**src/epi_pkg.sv**
```systemverilog
// Package of constants and types for the external pin interrupt unit
package epi_pkg;

  // ==========================================================
  // Sizes
  localparam int EPI_N_EXT = 3;
  localparam int EPI_N_PC = 39;
  localparam int EPI_N_GRP = 5;
  localparam int EPI_N_PIN = EPI_N_EXT + EPI_N_PC;

  // ==========================================================
  // Register indices, byte address is four times the index
  localparam logic [7:0] EPI_IDX_SENSE = 8'h69;
  localparam logic [7:0] EPI_IDX_EXT_MASK = 8'h3d;
  localparam logic [7:0] EPI_IDX_EXT_PEND = 8'h3c;
  localparam logic [7:0] EPI_IDX_PC_CTRL = 8'h68;
  localparam logic [7:0] EPI_IDX_PC_PEND = 8'h3b;
  localparam logic [7:0] EPI_IDX_PC_MASK0 = 8'h6b;
  localparam logic [7:0] EPI_IDX_IRQ_STAT = 8'h70;
  localparam logic [7:0] EPI_IDX_IRQ_MASK = 8'h71;

  // ==========================================================
  // Field layout
  localparam int EPI_SENSE_W = 2;
  localparam int EPI_GRP_W = 8;
  localparam int EPI_STAT_PC_POS = 3;

  // ==========================================================
  // Sense modes
  localparam logic [1:0] EPI_SENSE_LOW = 2'h0;
  localparam logic [1:0] EPI_SENSE_ANY = 2'h1;
  localparam logic [1:0] EPI_SENSE_FALL = 2'h2;
  localparam logic [1:0] EPI_SENSE_RISE = 2'h3;

  // ==========================================================
  // Bus and pin carriers
  typedef struct packed {
    logic hsel;
    logic [31:0] haddr;
    logic [1:0] htrans;
    logic hwrite;
    logic [2:0] hsize;
    logic [31:0] hwdata;
    logic hready;
  } epi_ahb_req_t;

  typedef struct packed {
    logic hreadyout;
    logic hresp;
    logic [31:0] hrdata;
  } epi_ahb_rsp_t;

  typedef struct packed {
    logic [EPI_N_PC-1:0] pin_change_input;
    logic [EPI_N_EXT-1:0] ext_irq_pin;
  } epi_pins_t;

  // ==========================================================
  // Whole state of the unit
  typedef struct packed {
    logic [2*EPI_N_EXT-1:0] sense;
    logic [EPI_N_EXT-1:0] ext_mask;
    logic [EPI_N_EXT-1:0] ext_pend;
    logic [EPI_N_GRP-1:0] pc_en;
    logic [EPI_N_PC-1:0] pc_mask;
    logic [EPI_N_GRP-1:0] pc_pend;
    logic [7:0] irq_stat;
    logic [7:0] irq_mask;
    logic [EPI_N_PIN-1:0] sync1;
    logic [EPI_N_PIN-1:0] sync2;
    logic [EPI_N_PIN-1:0] sync3;
    logic [EPI_N_PIN-1:0] filt;
    logic wr_act;
    logic [7:0] wr_idx;
    logic [31:0] hrdata;
  } epi_state_t;

  // All registers and pipeline stages reset to zero
  localparam epi_state_t EPI_STATE_RST = '0;

endpackage

```
**src/epi_unit.sv**
```systemverilog
// External pin and pin-change interrupt unit with AHB-Lite registers
//
// The AHB-Lite register port was decided locally.
`timescale 1ns/1ps
// Contract
// - Pin activity triggers even when driven as output
// - Group 4 fires on enabled inputs 38..32
// - Groups 3..0 fire on their eight inputs
// - Per-group masks select contributing inputs
// - Pin-change wake needs no I/O clock
// - Level mode requests while pin stays low
// - Line edges detected only while I/O clock runs
// - Low level wakes without I/O clock
// - Sense field two: low, any, fall, rise
// - Line two needs global and own mask
// - Pins sampled; pulses over one clock caught; the filter needs two equal samples, so only pulses over two clocks are sure
// - Level gone before wake gives no request
// - Edge sets pending; handler or write-one clears
// - Pending held clear in level mode
// - Lines one, zero share the sense encoding
// - Each line needs global and own mask
module epi_unit
  import epi_pkg::*;
(
  // Clock and reset
  input wire logic clk_sys,
  input wire logic reset,
  // Register bus
  input wire epi_ahb_req_t ahb_req,
  output epi_ahb_rsp_t ahb_rsp,
  // Pins, read at the pad whatever their direction
  input wire epi_pins_t pins,
  // CPU side
  input wire logic cpu_status_register_ie,
  input wire logic io_clk_run,
  input wire logic [EPI_N_EXT-1:0] ext_irq_ack,
  input wire logic [EPI_N_GRP-1:0] pc_irq_ack,
  output logic [EPI_N_EXT-1:0] ext_irq_request,
  output logic [EPI_N_GRP-1:0] pin_change_request,
  output logic wake_request,
  output logic irq
);

  epi_state_t st;
  epi_state_t next_st;
  logic [EPI_N_PIN-1:0] chg;
  logic [EPI_N_EXT-1:0] ext_evt;
  logic [EPI_N_EXT-1:0] ext_lvl_mode;
  logic [EPI_N_EXT-1:0] ext_clr;
  logic [EPI_N_GRP-1:0] pc_evt;
  logic [EPI_N_GRP-1:0] pc_clr;
  logic [7:0] stat_clr;
  logic [31:0] rd_val;
  logic acc;
  logic [7:0] idx;
  logic mapped;
  logic wake;

  // ==========================================================
  // Next state
  always_comb begin
    next_st = st;
    chg = '0;
    ext_evt = '0;
    ext_lvl_mode = '0;
    ext_clr = '0;
    pc_evt = '0;
    pc_clr = '0;
    stat_clr = '0;
    rd_val = '0;
    wake = 1'b0;
    acc = ahb_req.hsel && ahb_req.htrans[1] && ahb_req.hready;
    idx = ahb_req.haddr[9:2];
    mapped = (ahb_req.haddr[31:10] == 22'h000000);

    // Three stages; a change counts once stages two and three agree
    next_st.sync1 = pins;
    next_st.sync2 = st.sync1;
    next_st.sync3 = st.sync2;
    for (int i = 0; i < EPI_N_PIN; i++) begin
      if (st.sync2[i] == st.sync3[i]) begin
        next_st.filt[i] = st.sync3[i];
      end
    end
    chg = next_st.filt ^ st.filt;

    // Dedicated lines, same encoding on every line
    for (int i = 0; i < EPI_N_EXT; i++) begin
      case (st.sense[EPI_SENSE_W*i +: EPI_SENSE_W])
        EPI_SENSE_LOW: begin
          ext_lvl_mode[i] = 1'b1;
        end
        EPI_SENSE_ANY: begin
          ext_evt[i] = chg[i];
        end
        EPI_SENSE_FALL: begin
          ext_evt[i] = chg[i] & ~next_st.filt[i];
        end
        EPI_SENSE_RISE: begin
          ext_evt[i] = chg[i] & next_st.filt[i];
        end
        default: begin
          ext_evt[i] = 1'b0;
        end
      endcase
    end
    // Edge logic sees nothing while the I/O clock is stopped
    ext_evt = ext_evt & {EPI_N_EXT{io_clk_run}};

    // Pin-change groups of eight; the top group holds seven inputs
    for (int j = 0; j < EPI_N_PC; j++) begin
      if (chg[EPI_N_EXT+j] && st.pc_mask[j]) begin
        pc_evt[j / EPI_GRP_W] = 1'b1;
      end
      // Raw pad compare so a stopped I/O clock still wakes the part
      if (st.pc_mask[j] && st.pc_en[j / EPI_GRP_W] &&
          (pins.pin_change_input[j] != st.filt[EPI_N_EXT+j])) begin
        wake = 1'b1;
      end
    end
    if (|(st.ext_mask & ext_lvl_mode & ~pins.ext_irq_pin)) begin
      wake = 1'b1;
    end

    // Register read, answered from a flop in the data phase
    case (idx)
      EPI_IDX_SENSE: rd_val[2*EPI_N_EXT-1:0] = st.sense;
      EPI_IDX_EXT_MASK: rd_val[EPI_N_EXT-1:0] = st.ext_mask;
      EPI_IDX_EXT_PEND: rd_val[EPI_N_EXT-1:0] = st.ext_pend;
      EPI_IDX_PC_CTRL: rd_val[EPI_N_GRP-1:0] = st.pc_en;
      EPI_IDX_PC_PEND: rd_val[EPI_N_GRP-1:0] = st.pc_pend;
      EPI_IDX_IRQ_STAT: rd_val[7:0] = st.irq_stat;
      EPI_IDX_IRQ_MASK: rd_val[7:0] = st.irq_mask;
      default: rd_val = '0;
    endcase
    for (int g = 0; g < EPI_N_GRP - 1; g++) begin
      if (idx == EPI_IDX_PC_MASK0 + 8'(g)) begin
        rd_val[EPI_GRP_W-1:0] = st.pc_mask[EPI_GRP_W*g +: EPI_GRP_W];
      end
    end
    if (idx == EPI_IDX_PC_MASK0 + 8'(EPI_N_GRP - 1)) begin
      rd_val[EPI_N_PC-EPI_GRP_W*4-1:0] = st.pc_mask[EPI_N_PC-1:EPI_GRP_W*4];
    end
    if (!mapped) begin
      rd_val = '0;
    end
    if (acc && !ahb_req.hwrite) begin
      next_st.hrdata = rd_val;
      if (mapped && idx == EPI_IDX_IRQ_STAT) begin
        stat_clr = 8'hff;
      end
    end
    next_st.wr_act = acc && ahb_req.hwrite && mapped;
    next_st.wr_idx = idx;

    // Register write in the data phase
    if (st.wr_act) begin
      case (st.wr_idx)
        EPI_IDX_SENSE: next_st.sense = ahb_req.hwdata[2*EPI_N_EXT-1:0];
        EPI_IDX_EXT_MASK: next_st.ext_mask = ahb_req.hwdata[EPI_N_EXT-1:0];
        EPI_IDX_EXT_PEND: ext_clr = ahb_req.hwdata[EPI_N_EXT-1:0];
        EPI_IDX_PC_CTRL: next_st.pc_en = ahb_req.hwdata[EPI_N_GRP-1:0];
        EPI_IDX_PC_PEND: pc_clr = ahb_req.hwdata[EPI_N_GRP-1:0];
        EPI_IDX_IRQ_MASK: next_st.irq_mask = ahb_req.hwdata[7:0];
        default: ext_clr = '0;
      endcase
      for (int g = 0; g < EPI_N_GRP - 1; g++) begin
        if (st.wr_idx == EPI_IDX_PC_MASK0 + 8'(g)) begin
          next_st.pc_mask[EPI_GRP_W*g +: EPI_GRP_W] = ahb_req.hwdata[EPI_GRP_W-1:0];
        end
      end
      if (st.wr_idx == EPI_IDX_PC_MASK0 + 8'(EPI_N_GRP - 1)) begin
        next_st.pc_mask[EPI_N_PC-1:EPI_GRP_W*4] =
          ahb_req.hwdata[EPI_N_PC-EPI_GRP_W*4-1:0];
      end
    end

    // Flags: a new event wins over a clear in the same cycle
    next_st.ext_pend = (st.ext_pend & ~ext_clr & ~ext_irq_ack) | ext_evt;
    next_st.ext_pend = next_st.ext_pend & ~ext_lvl_mode;
    next_st.pc_pend = (st.pc_pend & ~pc_clr & ~pc_irq_ack) | pc_evt;
    next_st.irq_stat = (st.irq_stat & ~stat_clr) |
      {pc_evt, ext_evt};
  end

  // ==========================================================
  // State register
  always_ff @(posedge clk_sys) begin
    if (reset) begin
      st <= EPI_STATE_RST;
    end else begin
      st <= next_st;
    end
  end

  // ==========================================================
  // Outputs
  // Level requests follow the filtered pin, so a level that vanished
  // during start-up leaves no request behind
  always_comb begin
    ext_irq_request = {EPI_N_EXT{cpu_status_register_ie}} & st.ext_mask &
      ((ext_lvl_mode & ~st.filt[EPI_N_EXT-1:0]) |
       (~ext_lvl_mode & st.ext_pend));
    pin_change_request = {EPI_N_GRP{cpu_status_register_ie}} & st.pc_en & st.pc_pend;
    wake_request = wake;
    irq = |(st.irq_stat & st.irq_mask);
    ahb_rsp.hreadyout = 1'b1;
    ahb_rsp.hresp = 1'b0;
    ahb_rsp.hrdata = st.hrdata;
  end
endmodule

```
**config.mk**
```make
export PLATFORM = sky130hd
export DESIGN_NAME = epi_unit
export DESIGN_NICKNAME = d
export VERILOG_FILES = /design/src/epi_pkg.sv /design/src/epi_unit.sv
export SDC_FILE = /design/constraint.sdc
export NUM_CORES = 1
export LEC_CHECK = 0
export BUFFER_PORTS_ARGS = -buffer_cell sky130_fd_sc_hd__buf_2
export CORE_ASPECT_RATIO = 0.8
export CORE_MARGIN = 5
export CORE_UTILIZATION = 44
export DETAILED_ROUTE_END_ITERATION = 7
export GPL_ROUTABILITY_DRIVEN = 0
export PLACE_DENSITY = 0.71
export SYNTH_ARGS = -nofsm -noshare
export SYNTH_HDL_FRONTEND = slang
export SYNTH_SLANG_ARGS = --single-unit
```
**constraint.sdc**
```tcl
create_clock -name clk_sys -period 1.89 [get_ports clk_sys]
set_clock_uncertainty 0.15 [all_clocks]
set_input_delay 0.189 -clock clk_sys [delete_from_list [all_inputs] [get_ports clk_sys]]
set_output_delay 0.189 -clock clk_sys [all_outputs]
set_load 0.02 [all_outputs]
```
==> results by group, run 1 <==
Outcome
  – Result of the run: complete, but fails checks
  – Failing checks: setup timing

Logic synthesis
  – Part of the Yosys area used for sequential elements: 0.4737
  – Proportion of synthesized flip-flops having asynchronous set or reset: 0
  – Most common cell in the netlist: sky130_fd_sc_hd__dfxtp_1
  – Post-Synthesis Cell Area: 0.01107 mm2
  – Fraction of synthesized cell area taken by the top area cell type: 0.4737
  – Average size of a mapped cell: 9.234 um2
  – Biggest area contributors in the synthesized netlist: sky130_fd_sc_hd__dfxtp_1 (47%), sky130_fd_sc_hd__nor2b_1 (7.7%), sky130_fd_sc_hd__mux2i_1 (4.7%), sky130_fd_sc_hd__nand2_1 (4.5%), sky130_fd_sc_hd__a21oi_1 (3.6%)
  – Synth cell types: 73
  – Number of enable-type register cells in the synthesized netlist: 0
  – Total of flip-flops plus latches after synthesis: around 260
  – Most frequent cells after synthesis: sky130_fd_sc_hd__dfxtp_1 (262), sky130_fd_sc_hd__nor2b_1 (136), sky130_fd_sc_hd__nand2_1 (132)
  – Predominant post-synthesis flop cell: sky130_fd_sc_hd__dfxtp_1
  – YS warnings: 0
  – Cell accounting for the most synthesized area: sky130_fd_sc_hd__dfxtp_1
  – Synthesized instance count: roughly 1200

Cells and area
  – Final Cell Area: around 0.014 mm2
  – Number of nets in the finished design: roughly 1600
  – Final Non-Filler Cells: around 1800
  – Number of inserted diodes: 0
  – Count of fill cells added during filler insertion: between 2000 and 2500
  – Area growth from synthesis to final layout: 28.34%
  – Share of final-layout standard cells stronger than drive strength 1: 0.2094

Detailed routing
  – Routed wl met2: between 10000 and 15000 um
  – Length of the first detailed-routing pass in iterations: 5
  – Count of vias placed by the detailed router: approximately 9500
  – WL/cell: approximately 17 um
  – Drt total wl: between 30000 and 40000 um
  – Antenna viol nets, final: 0
  – Highest Signal Layer: met4
  – Post-detailed-route via-to-cell ratio: roughly 5.3
  – Final routed DRC violation total: 0
  – Detailed-route wire length on metal 1: 14190 um
  – Met3 routed wirelength: between 2000 and 3000 um
  – Number of violations reported at the end of detailed-routing iteration 0: 950

Floorplanning
  – Full die area: 0.02846 mm2
  – Die height: between 150 and 200 um
  – I/O pins: 170
  – Die Width: roughly 190 um
  – Placement row count: 52
  – Placeable core region: between 0.02 and 0.03 mm2
  – Starting density of the core: 0.4420

Pwr
  – Static power due to leakage: ~0.0057 uW
  – Highest ir drop seen on vdd: roughly 0.00074 V
  – Power per Cell Area: 834.2 mW/mm2
  – Post-layout power: 11850 uW

Clocking
  – Insertion delay to the later sink of the worst-skew pair: about 0.53 ns
  – Longest Clk Path Bufs: 3
  – Total number of H-tree levels: 1
  – Worst-path clk slew: 0.06 ns
  – CTS tree: built
  – Number of buffers created by CTS: 26
  – Root buffer cell: sky130_fd_sc_hd__clkbuf_16
  – Clock Sink Count: 262

Worst setup path
  – Crit-path max FO: 2
  – Most common cell on crit path: sky130_fd_sc_hd__nand4_1
  – Buffers & Inverters on Critical Path: 1
  – Data arrival time of the critical path: between 2 and 2.5 ns
  – Longest individual stage delay on the worst path: around 0.30 ns
  – Cell family with the largest share of critical-path delay: compound AO/OA/AOI/OAI gates
  – Startpoint-to-endpoint class of the critical path: flip-flop to output port
  – Critical path, cell by cell: nor4b_1 > a31oi_1 > nand4_1 > a311oi_1 > nand4_1 > buf_4
  – Kind of start point of the critical path: flip-flop
  – Max stage delay cell, worst path: sky130_fd_sc_hd__dfxtp_1
  – Critical path capture point type: output port
  – Crit path required time: between 1.5 and 2 ns

Global routing
  – Global-route wire length before repair: 48300 um
  – Global routing usage summed across all routing layers: 0.2057
  – Via count of the first global-routing pass: 9053
  – Initial antenna violation count: 0
  – Total global routing overflow: 0
  – Maximum number of pins on one net before global-route repair: between 80 and 90

Timing
  – Final slew viol count: 0
  – Number of setup violations in the final report: 7
  – Clock period minus worst slack: 2.506 ns
  – RSZ-0062 raised after global routing: true
  – Worst setup margin: -0.6157 ns
  – Worst slew pin tran: 0.4929 ns
  – Final worst-path cycle share: 1.326
  – Maximum frequency from static timing analysis: ~400 MHz
  – Worst slew margin: 0.6672
  – Count of final hold-check violations: 0
  – Setup TNS: -0.7642 ns

Placed design
  – Number of placed instances with taps included: about 1700
  – Number of input and output port buffers inserted: about 110
  – Half-perimeter wire length of the detailed placement result: 21680 um
  – Total placed instance area: roughly 0.012 mm2
  – Setup WS pre-CTS: -0.1595 ns

Flow run
  – Max-capacitance violation count: 0

Worst hold path
  – Type of the worst min-delay path: input pin to flip-flop
-- layout by cell type, fill, tap and decap left out, types with 4 or more instances in the layout --
| cell type | instances |
|---|---|
| sky130_fd_sc_hd__nor2_1 | 62 |
| sky130_fd_sc_hd__nand2_1 | 130 |
| sky130_fd_sc_hd__clkbuf_8 | 7 |
| sky130_fd_sc_hd__nand3_1 | 29 |
| sky130_fd_sc_hd__clkinv_2 | 7 |
| sky130_fd_sc_hd__a32o_1 | 4 |
| sky130_fd_sc_hd__and4_1 | 6 |
| sky130_fd_sc_hd__o31ai_1 | 4 |
| sky130_fd_sc_hd__buf_6 | 9 |
| sky130_fd_sc_hd__o2bb2ai_1 | 6 |
| sky130_fd_sc_hd__a22oi_2 | 4 |
| sky130_fd_sc_hd__buf_2 | 108 |
| sky130_fd_sc_hd__dlygate4sd3_1 | 72 |
| sky130_fd_sc_hd__a222oi_1 | 6 |
| sky130_fd_sc_hd__o22ai_1 | 43 |
| sky130_fd_sc_hd__o21ai_0 | 48 |
| sky130_fd_sc_hd__and3_1 | 10 |
| sky130_fd_sc_hd__xor2_1 | 38 |
| sky130_fd_sc_hd__nand3b_1 | 10 |
| sky130_fd_sc_hd__buf_4 | 79 |
| sky130_fd_sc_hd__nor3_1 | 5 |
| sky130_fd_sc_hd__nor2b_1 | 135 |
| sky130_fd_sc_hd__mux2i_1 | 51 |
| sky130_fd_sc_hd__inv_1 | 6 |
| sky130_fd_sc_hd__a22oi_1 | 35 |
| sky130_fd_sc_hd__nand4_1 | 5 |
| sky130_fd_sc_hd__dfxtp_2 | 11 |
| sky130_fd_sc_hd__nand2b_1 | 44 |
| sky130_fd_sc_hd__mux4_2 | 5 |
| sky130_fd_sc_hd__buf_12 | 5 |
| sky130_fd_sc_hd__dfxtp_1 | 250 |
| sky130_fd_sc_hd__clkbuf_16 | 27 |
| sky130_fd_sc_hd__a21oi_1 | 80 |
| sky130_fd_sc_hd__nor4_1 | 4 |
| sky130_fd_sc_hd__conb_1 | 26 |
-- final timing paths --
kind	from	endpoint	slack, ns	cells after the start
worst min register to register	next_st[148]	next_st[106]	0.28	1
worst max register to register	st[279]	ahb_rsp[2]	-0.02	6
worst max-delay path	st[279]	wake_request	-0.62	6
worst min-delay path	ahb_req[0]	st[40]	0.02	4
-- report_power, final --
part / internal [uW] / switching, uW
Combinational: 345 / 404
Clock: 3250 / 2130
Sequential: 5640 / 78.0
Total: 9240 / 2610
-- final cells by class --
class                           count  area (um2)  area share
Timing Repair Buffer              274        2069      0.1456
Inverter                            6       22.52    0.001585
Multi-Input combinational cell    871        5538      0.3897
Clock inverter                     12       142.6     0.01004
Clock buffer                       36       769.5     0.05415
Tap cell                          324       405.4     0.02853
Sequential cell                   262        5263      0.3703
-- per-layer routing --
layer	vias to the layer above	track usage
met5	-	0
met4	0	0.05808
met3	68	0.05000
met2	341	0.3105
met1	4467	0.2944
li1	4649	-
-- sequential cells by signal, summed over array words and instances, names as in the netlist --
| signal | cells |
|---|---|
| next_st | 84 |
| st | 170 |
| ahb_rsp | 8 |
-- logic make-up after synthesis --
kind of cell | share of synthesized area
multiplexers | 0.06362
XOR/XNOR | 0.03085
flip-flops | 0.4737
buffers and inverters | 0.04543
other | 0.0006783
AND/OR/NAND/NOR | 0.2403
AO/OA/AOI/OAI | 0.1454
-- worst reg2reg max path: stages (launching register included) --
cell and delay [ns]:
sky130_fd_sc_hd__dfxtp_1 0.30, sky130_fd_sc_hd__buf_4 0.13, sky130_fd_sc_hd__mux2_1 0.30, sky130_fd_sc_hd__a22oi_1 0.15, sky130_fd_sc_hd__o22ai_1 0.15, sky130_fd_sc_hd__or3_1 0.36, sky130_fd_sc_hd__a32o_1 0.27
-- stage by stage --
stage / utilization / hold WS, ns
4_1_cts: 0.5624 / 0.001151
3_5_place_dp: 0.4933 / 0.2720
5_1_grt: 0.5673 / 0.03221
3_3_place_gp: 0.4933 / 0.2658
2_1_floorplan: - / 0.1672
6_report: 0.5673 / 0.01806
-- what timing repair did --
item	4_1_cts	5_1_grt
hold endpoints to repair	133	0
gates resized for setup	26	26
hold buffers	72	0
setup buffers	3	2
pin swaps	17	11
endpoints found under the setup margin	23	35
Note: power is estimated with default switching activity, not from simulation.
==> run 2: changes to the inputs <==
- CORE_MARGIN: 5 -> default
- PLACE_DENSITY: 0.71 -> 0.67
- TNS_END_PERCENT: default -> 100
==> run 2 against run 1 <==
  * Largest cell class unchanged
  * Fmax rose by 0.70%
  * Flip-flop and latch count did not move
  * First-iteration DRC count fell by 18%
  * Clock power fell by 3.9%
  * Largest power group unchanged
  * Register-to-register slack got worse by 0.04 ns
  * Critical path depth rose by 1
  * Final area rose by 0.19%
  * Setup slack improved by 0.017 ns
  * Cell count fell by 0.17%
  * Die area fell by 9.3%
  * The run ends with DRC, setup timing left
  * Critical endpoint unchanged
==> results by group, run 2 (synthesized netlist as in run 1, its figures left out) <==
Outcome
  – Result of the run: complete, but fails checks (unchanged)
  – Failing checks: DRC, setup timing (was setup timing)

Cells and area
  – Number of inserted diodes: 0 (unchanged)
  – Number of nets in the finished design: 1574 (was 1567)
  – Highest-count cells in the layout ignoring fill and taps: sky130_fd_sc_hd__dfxtp_1 (252), sky130_fd_sc_hd__nor2b_1 (135), sky130_fd_sc_hd__nand2_1 (129) (was sky130_fd_sc_hd__dfxtp_1 (250), sky130_fd_sc_hd__nor2b_1 (135), sky130_fd_sc_hd__nand2_1 (130))
  – Final Non-Filler Cells: 1782 (was 1785)
  – Count of fill cells added during filler insertion: 2214 (was 2152)
  – Area growth from synthesis to final layout: 28.59% (was 28.34%)
  – End-of-flow core utilization: 0.5810 (was 0.5673)
  – Register bank with the most flops: st (unchanged)
  – Final Cell Area: 0.01424 mm2 (was 0.01421 mm2)
  – Max FFs per register: 170 (unchanged)
  – Share of final-layout standard cells stronger than drive strength 1: 0.2152 (was 0.2094)
  – Commonest non-fill, non-tap cell in the layout: sky130_fd_sc_hd__dfxtp_1 (unchanged)

Detailed routing
  – Length of the first detailed-routing pass in iterations: 8 (was 5)
  – Count of vias placed by the detailed router: 9512 (was 9525)
  – Number of violations reported at the end of detailed-routing iteration 0: 780 (was 950)
  – Post-detailed-route via-to-cell ratio: 5.338 (was 5.336)
  – WL/cell: 17.01 um (was 17.19 um)
  – Final routed DRC violation total: 31 (was 0)
  – Drt total wl: 30310 um (was 30680 um)
  – Antenna viol nets, final: 0 (unchanged)

Worst setup path
  – Crit-path max FO: 2 (unchanged)
  – Crit path required time: 1.55 ns (about the same)
  – Longest individual stage delay on the worst path: 0.32 ns (was 0.30 ns)
  – Kind of start point of the critical path: flip-flop (unchanged)
  – Critical path capture point type: output port (unchanged)
  – Max stage delay cell, worst path: sky130_fd_sc_hd__a311oi_1 (was sky130_fd_sc_hd__dfxtp_1)
  – Startpoint-to-endpoint class of the critical path: flip-flop to output port (unchanged)
  – Data arrival time of the critical path: 2.15 ns (was 2.17 ns)
  – Critical path, cell by cell: nor4b_1 > a31oi_1 > buf_4 > nand4_1 > a311oi_1 > nand4_1 > buf_4 (was nor4b_1 > a31oi_1 > nand4_1 > a311oi_1 > nand4_1 > buf_4)

Clocking
  – Worst-path clk slew: 0.06 ns (about the same)
  – Total number of H-tree levels: 1 (unchanged)
  – CTS tree: built (unchanged)
  – Insertion delay to the later sink of the worst-skew pair: 0.53 ns (about the same)
  – Longest Clk Path Bufs: 3 (unchanged)
  – Number of buffers created by CTS: 27 (was 26)
  – Root buffer cell: sky130_fd_sc_hd__clkbuf_16 (unchanged)
  – Clock Sink Count: 262 (unchanged)

Global routing
  – Initial antenna violation count: 0 (unchanged)
  – Global routing usage summed across all routing layers: 0.2284 (was 0.2057)
  – Via count of the first global-routing pass: 8458 (was 9053)
  – Maximum number of pins on one net before global-route repair: 67 (was 82)
  – Total global routing overflow: 0 (unchanged)
  – Global-route wire length before repair: 45730 um (was 48300 um)

Timing
  – Final slew viol count: 0 (unchanged)
  – Final worst-path cycle share: 1.317 (was 1.326)
  – RSZ-0062 raised after global routing: true (unchanged)
  – Number of setup violations in the final report: 9 (was 7)
  – Worst setup margin: -0.5984 ns (was -0.6157 ns)
  – Clock period minus worst slack: 2.488 ns (was 2.506 ns)
  – Maximum frequency from static timing analysis: 401.9 MHz (was 399.1 MHz)
  – Count of final hold-check violations: 0 (unchanged)

Pwr
  – Static power due to leakage: 0.005690 uW (was 0.005699 uW)
  – Power per Cell Area: 818.4 mW/mm2 (was 834.2 mW/mm2)
  – Post-layout power: 11650 uW (was 11850 uW)
  – Highest ir drop seen on vdd: 0.0005926 V (was 0.0007438 V)

Flow run
  – Max-capacitance violation count: 0 (unchanged)

Placed design
  – Setup WS pre-CTS: -0.1985 ns (was -0.1595 ns)
  – Total placed instance area: 0.01235 mm2 (was 0.01236 mm2)
  – Number of input and output port buffers inserted: 113 (unchanged)
  – Number of placed instances with taps included: 1657 (was 1661)
  – Half-perimeter wire length of the detailed placement result: 20990 um (was 21680 um)

Worst hold path
  – Type of the worst min-delay path: input pin to flip-flop (unchanged)

Floorplanning
  – Full die area: 0.02581 mm2 (was 0.02846 mm2)
  – Placement row count: 51 (was 52)
  – I/O pins: 170 (unchanged)
  – Starting density of the core: 0.4518 (was 0.4420)
  – Die Width: 179.4 um (was 187.4 um)
  – Die height: 143.9 um (was 151.9 um)
  – Placeable core region: 0.02450 mm2 (was 0.02505 mm2)
-- run 2: cell type report --
type | instances | area (um2) | share of cell area
clock buffers | 35 | 745.7 | 0.05238
clock inverters | 10 | 107.6 | 0.007558
inverters | 6 | 22.52 | 0.001582
multi-input cells | 871 | 5589 | 0.3926
flip-flops and latches | 262 | 5258 | 0.3693
well taps | 318 | 397.9 | 0.02795
repair buffers | 280 | 2117 | 0.1487
-- run 2: worst paths after layout --
path,from,depth (start not counted),end,slack (ns)
worst max-delay path,st[279],7,wake_request,-0.60
worst min-delay path,ahb_req[38],4,st[40],0.05
worst max register to register,st[39],6,st[269],-0.06
worst min register to register,next_st[150],1,next_st[108],0.28
-- run 2: per-layer routing --
layer  vias up  global-route usage  routed length, um
met5         -                   0                  0
met4         0             0.05130                559
met3        41             0.04127               2110
met2       332              0.3443              12940
met1      4483              0.3359              14700
li1       4656                   -                  -
-- run 2: through the flow --
stage / setup TNS (ns) / hold WS (ns)
global placement: -0.5526 / 0.2669
finish: -0.9552 / 0.04983
global route: -2.311 / 0.03429
detailed placement: -1.003 / 0.2704
floorplan: 0 / 0.1672
CTS: -0.8439 / 0.02460
-- run 2: what timing repair did --
item,in CTS,in global routing
endpoints found under the setup margin,21,61
pin swaps,19,13
buffers inserted,2,5
gates resized for setup,23,47
hold endpoints to repair,140,0
hold buffers,75,0
-- run 2: worst max-delay path, delay by kind of cell (launching register included) --
kind	cells	cell delay, ns
AOI/OAI and AO/OA	2	0.49
buffers and inverters	2	0.35
DFF	1	0.31
and+or+nand+nor	3	0.48
-- run 2: report_power, final --
group / switching, uW / total (uW) / internal (uW)
combinational: 406 / 760 / 354
clock: 2140 / 5170 / 3030
sequential: 77.2 / 5720 / 5640
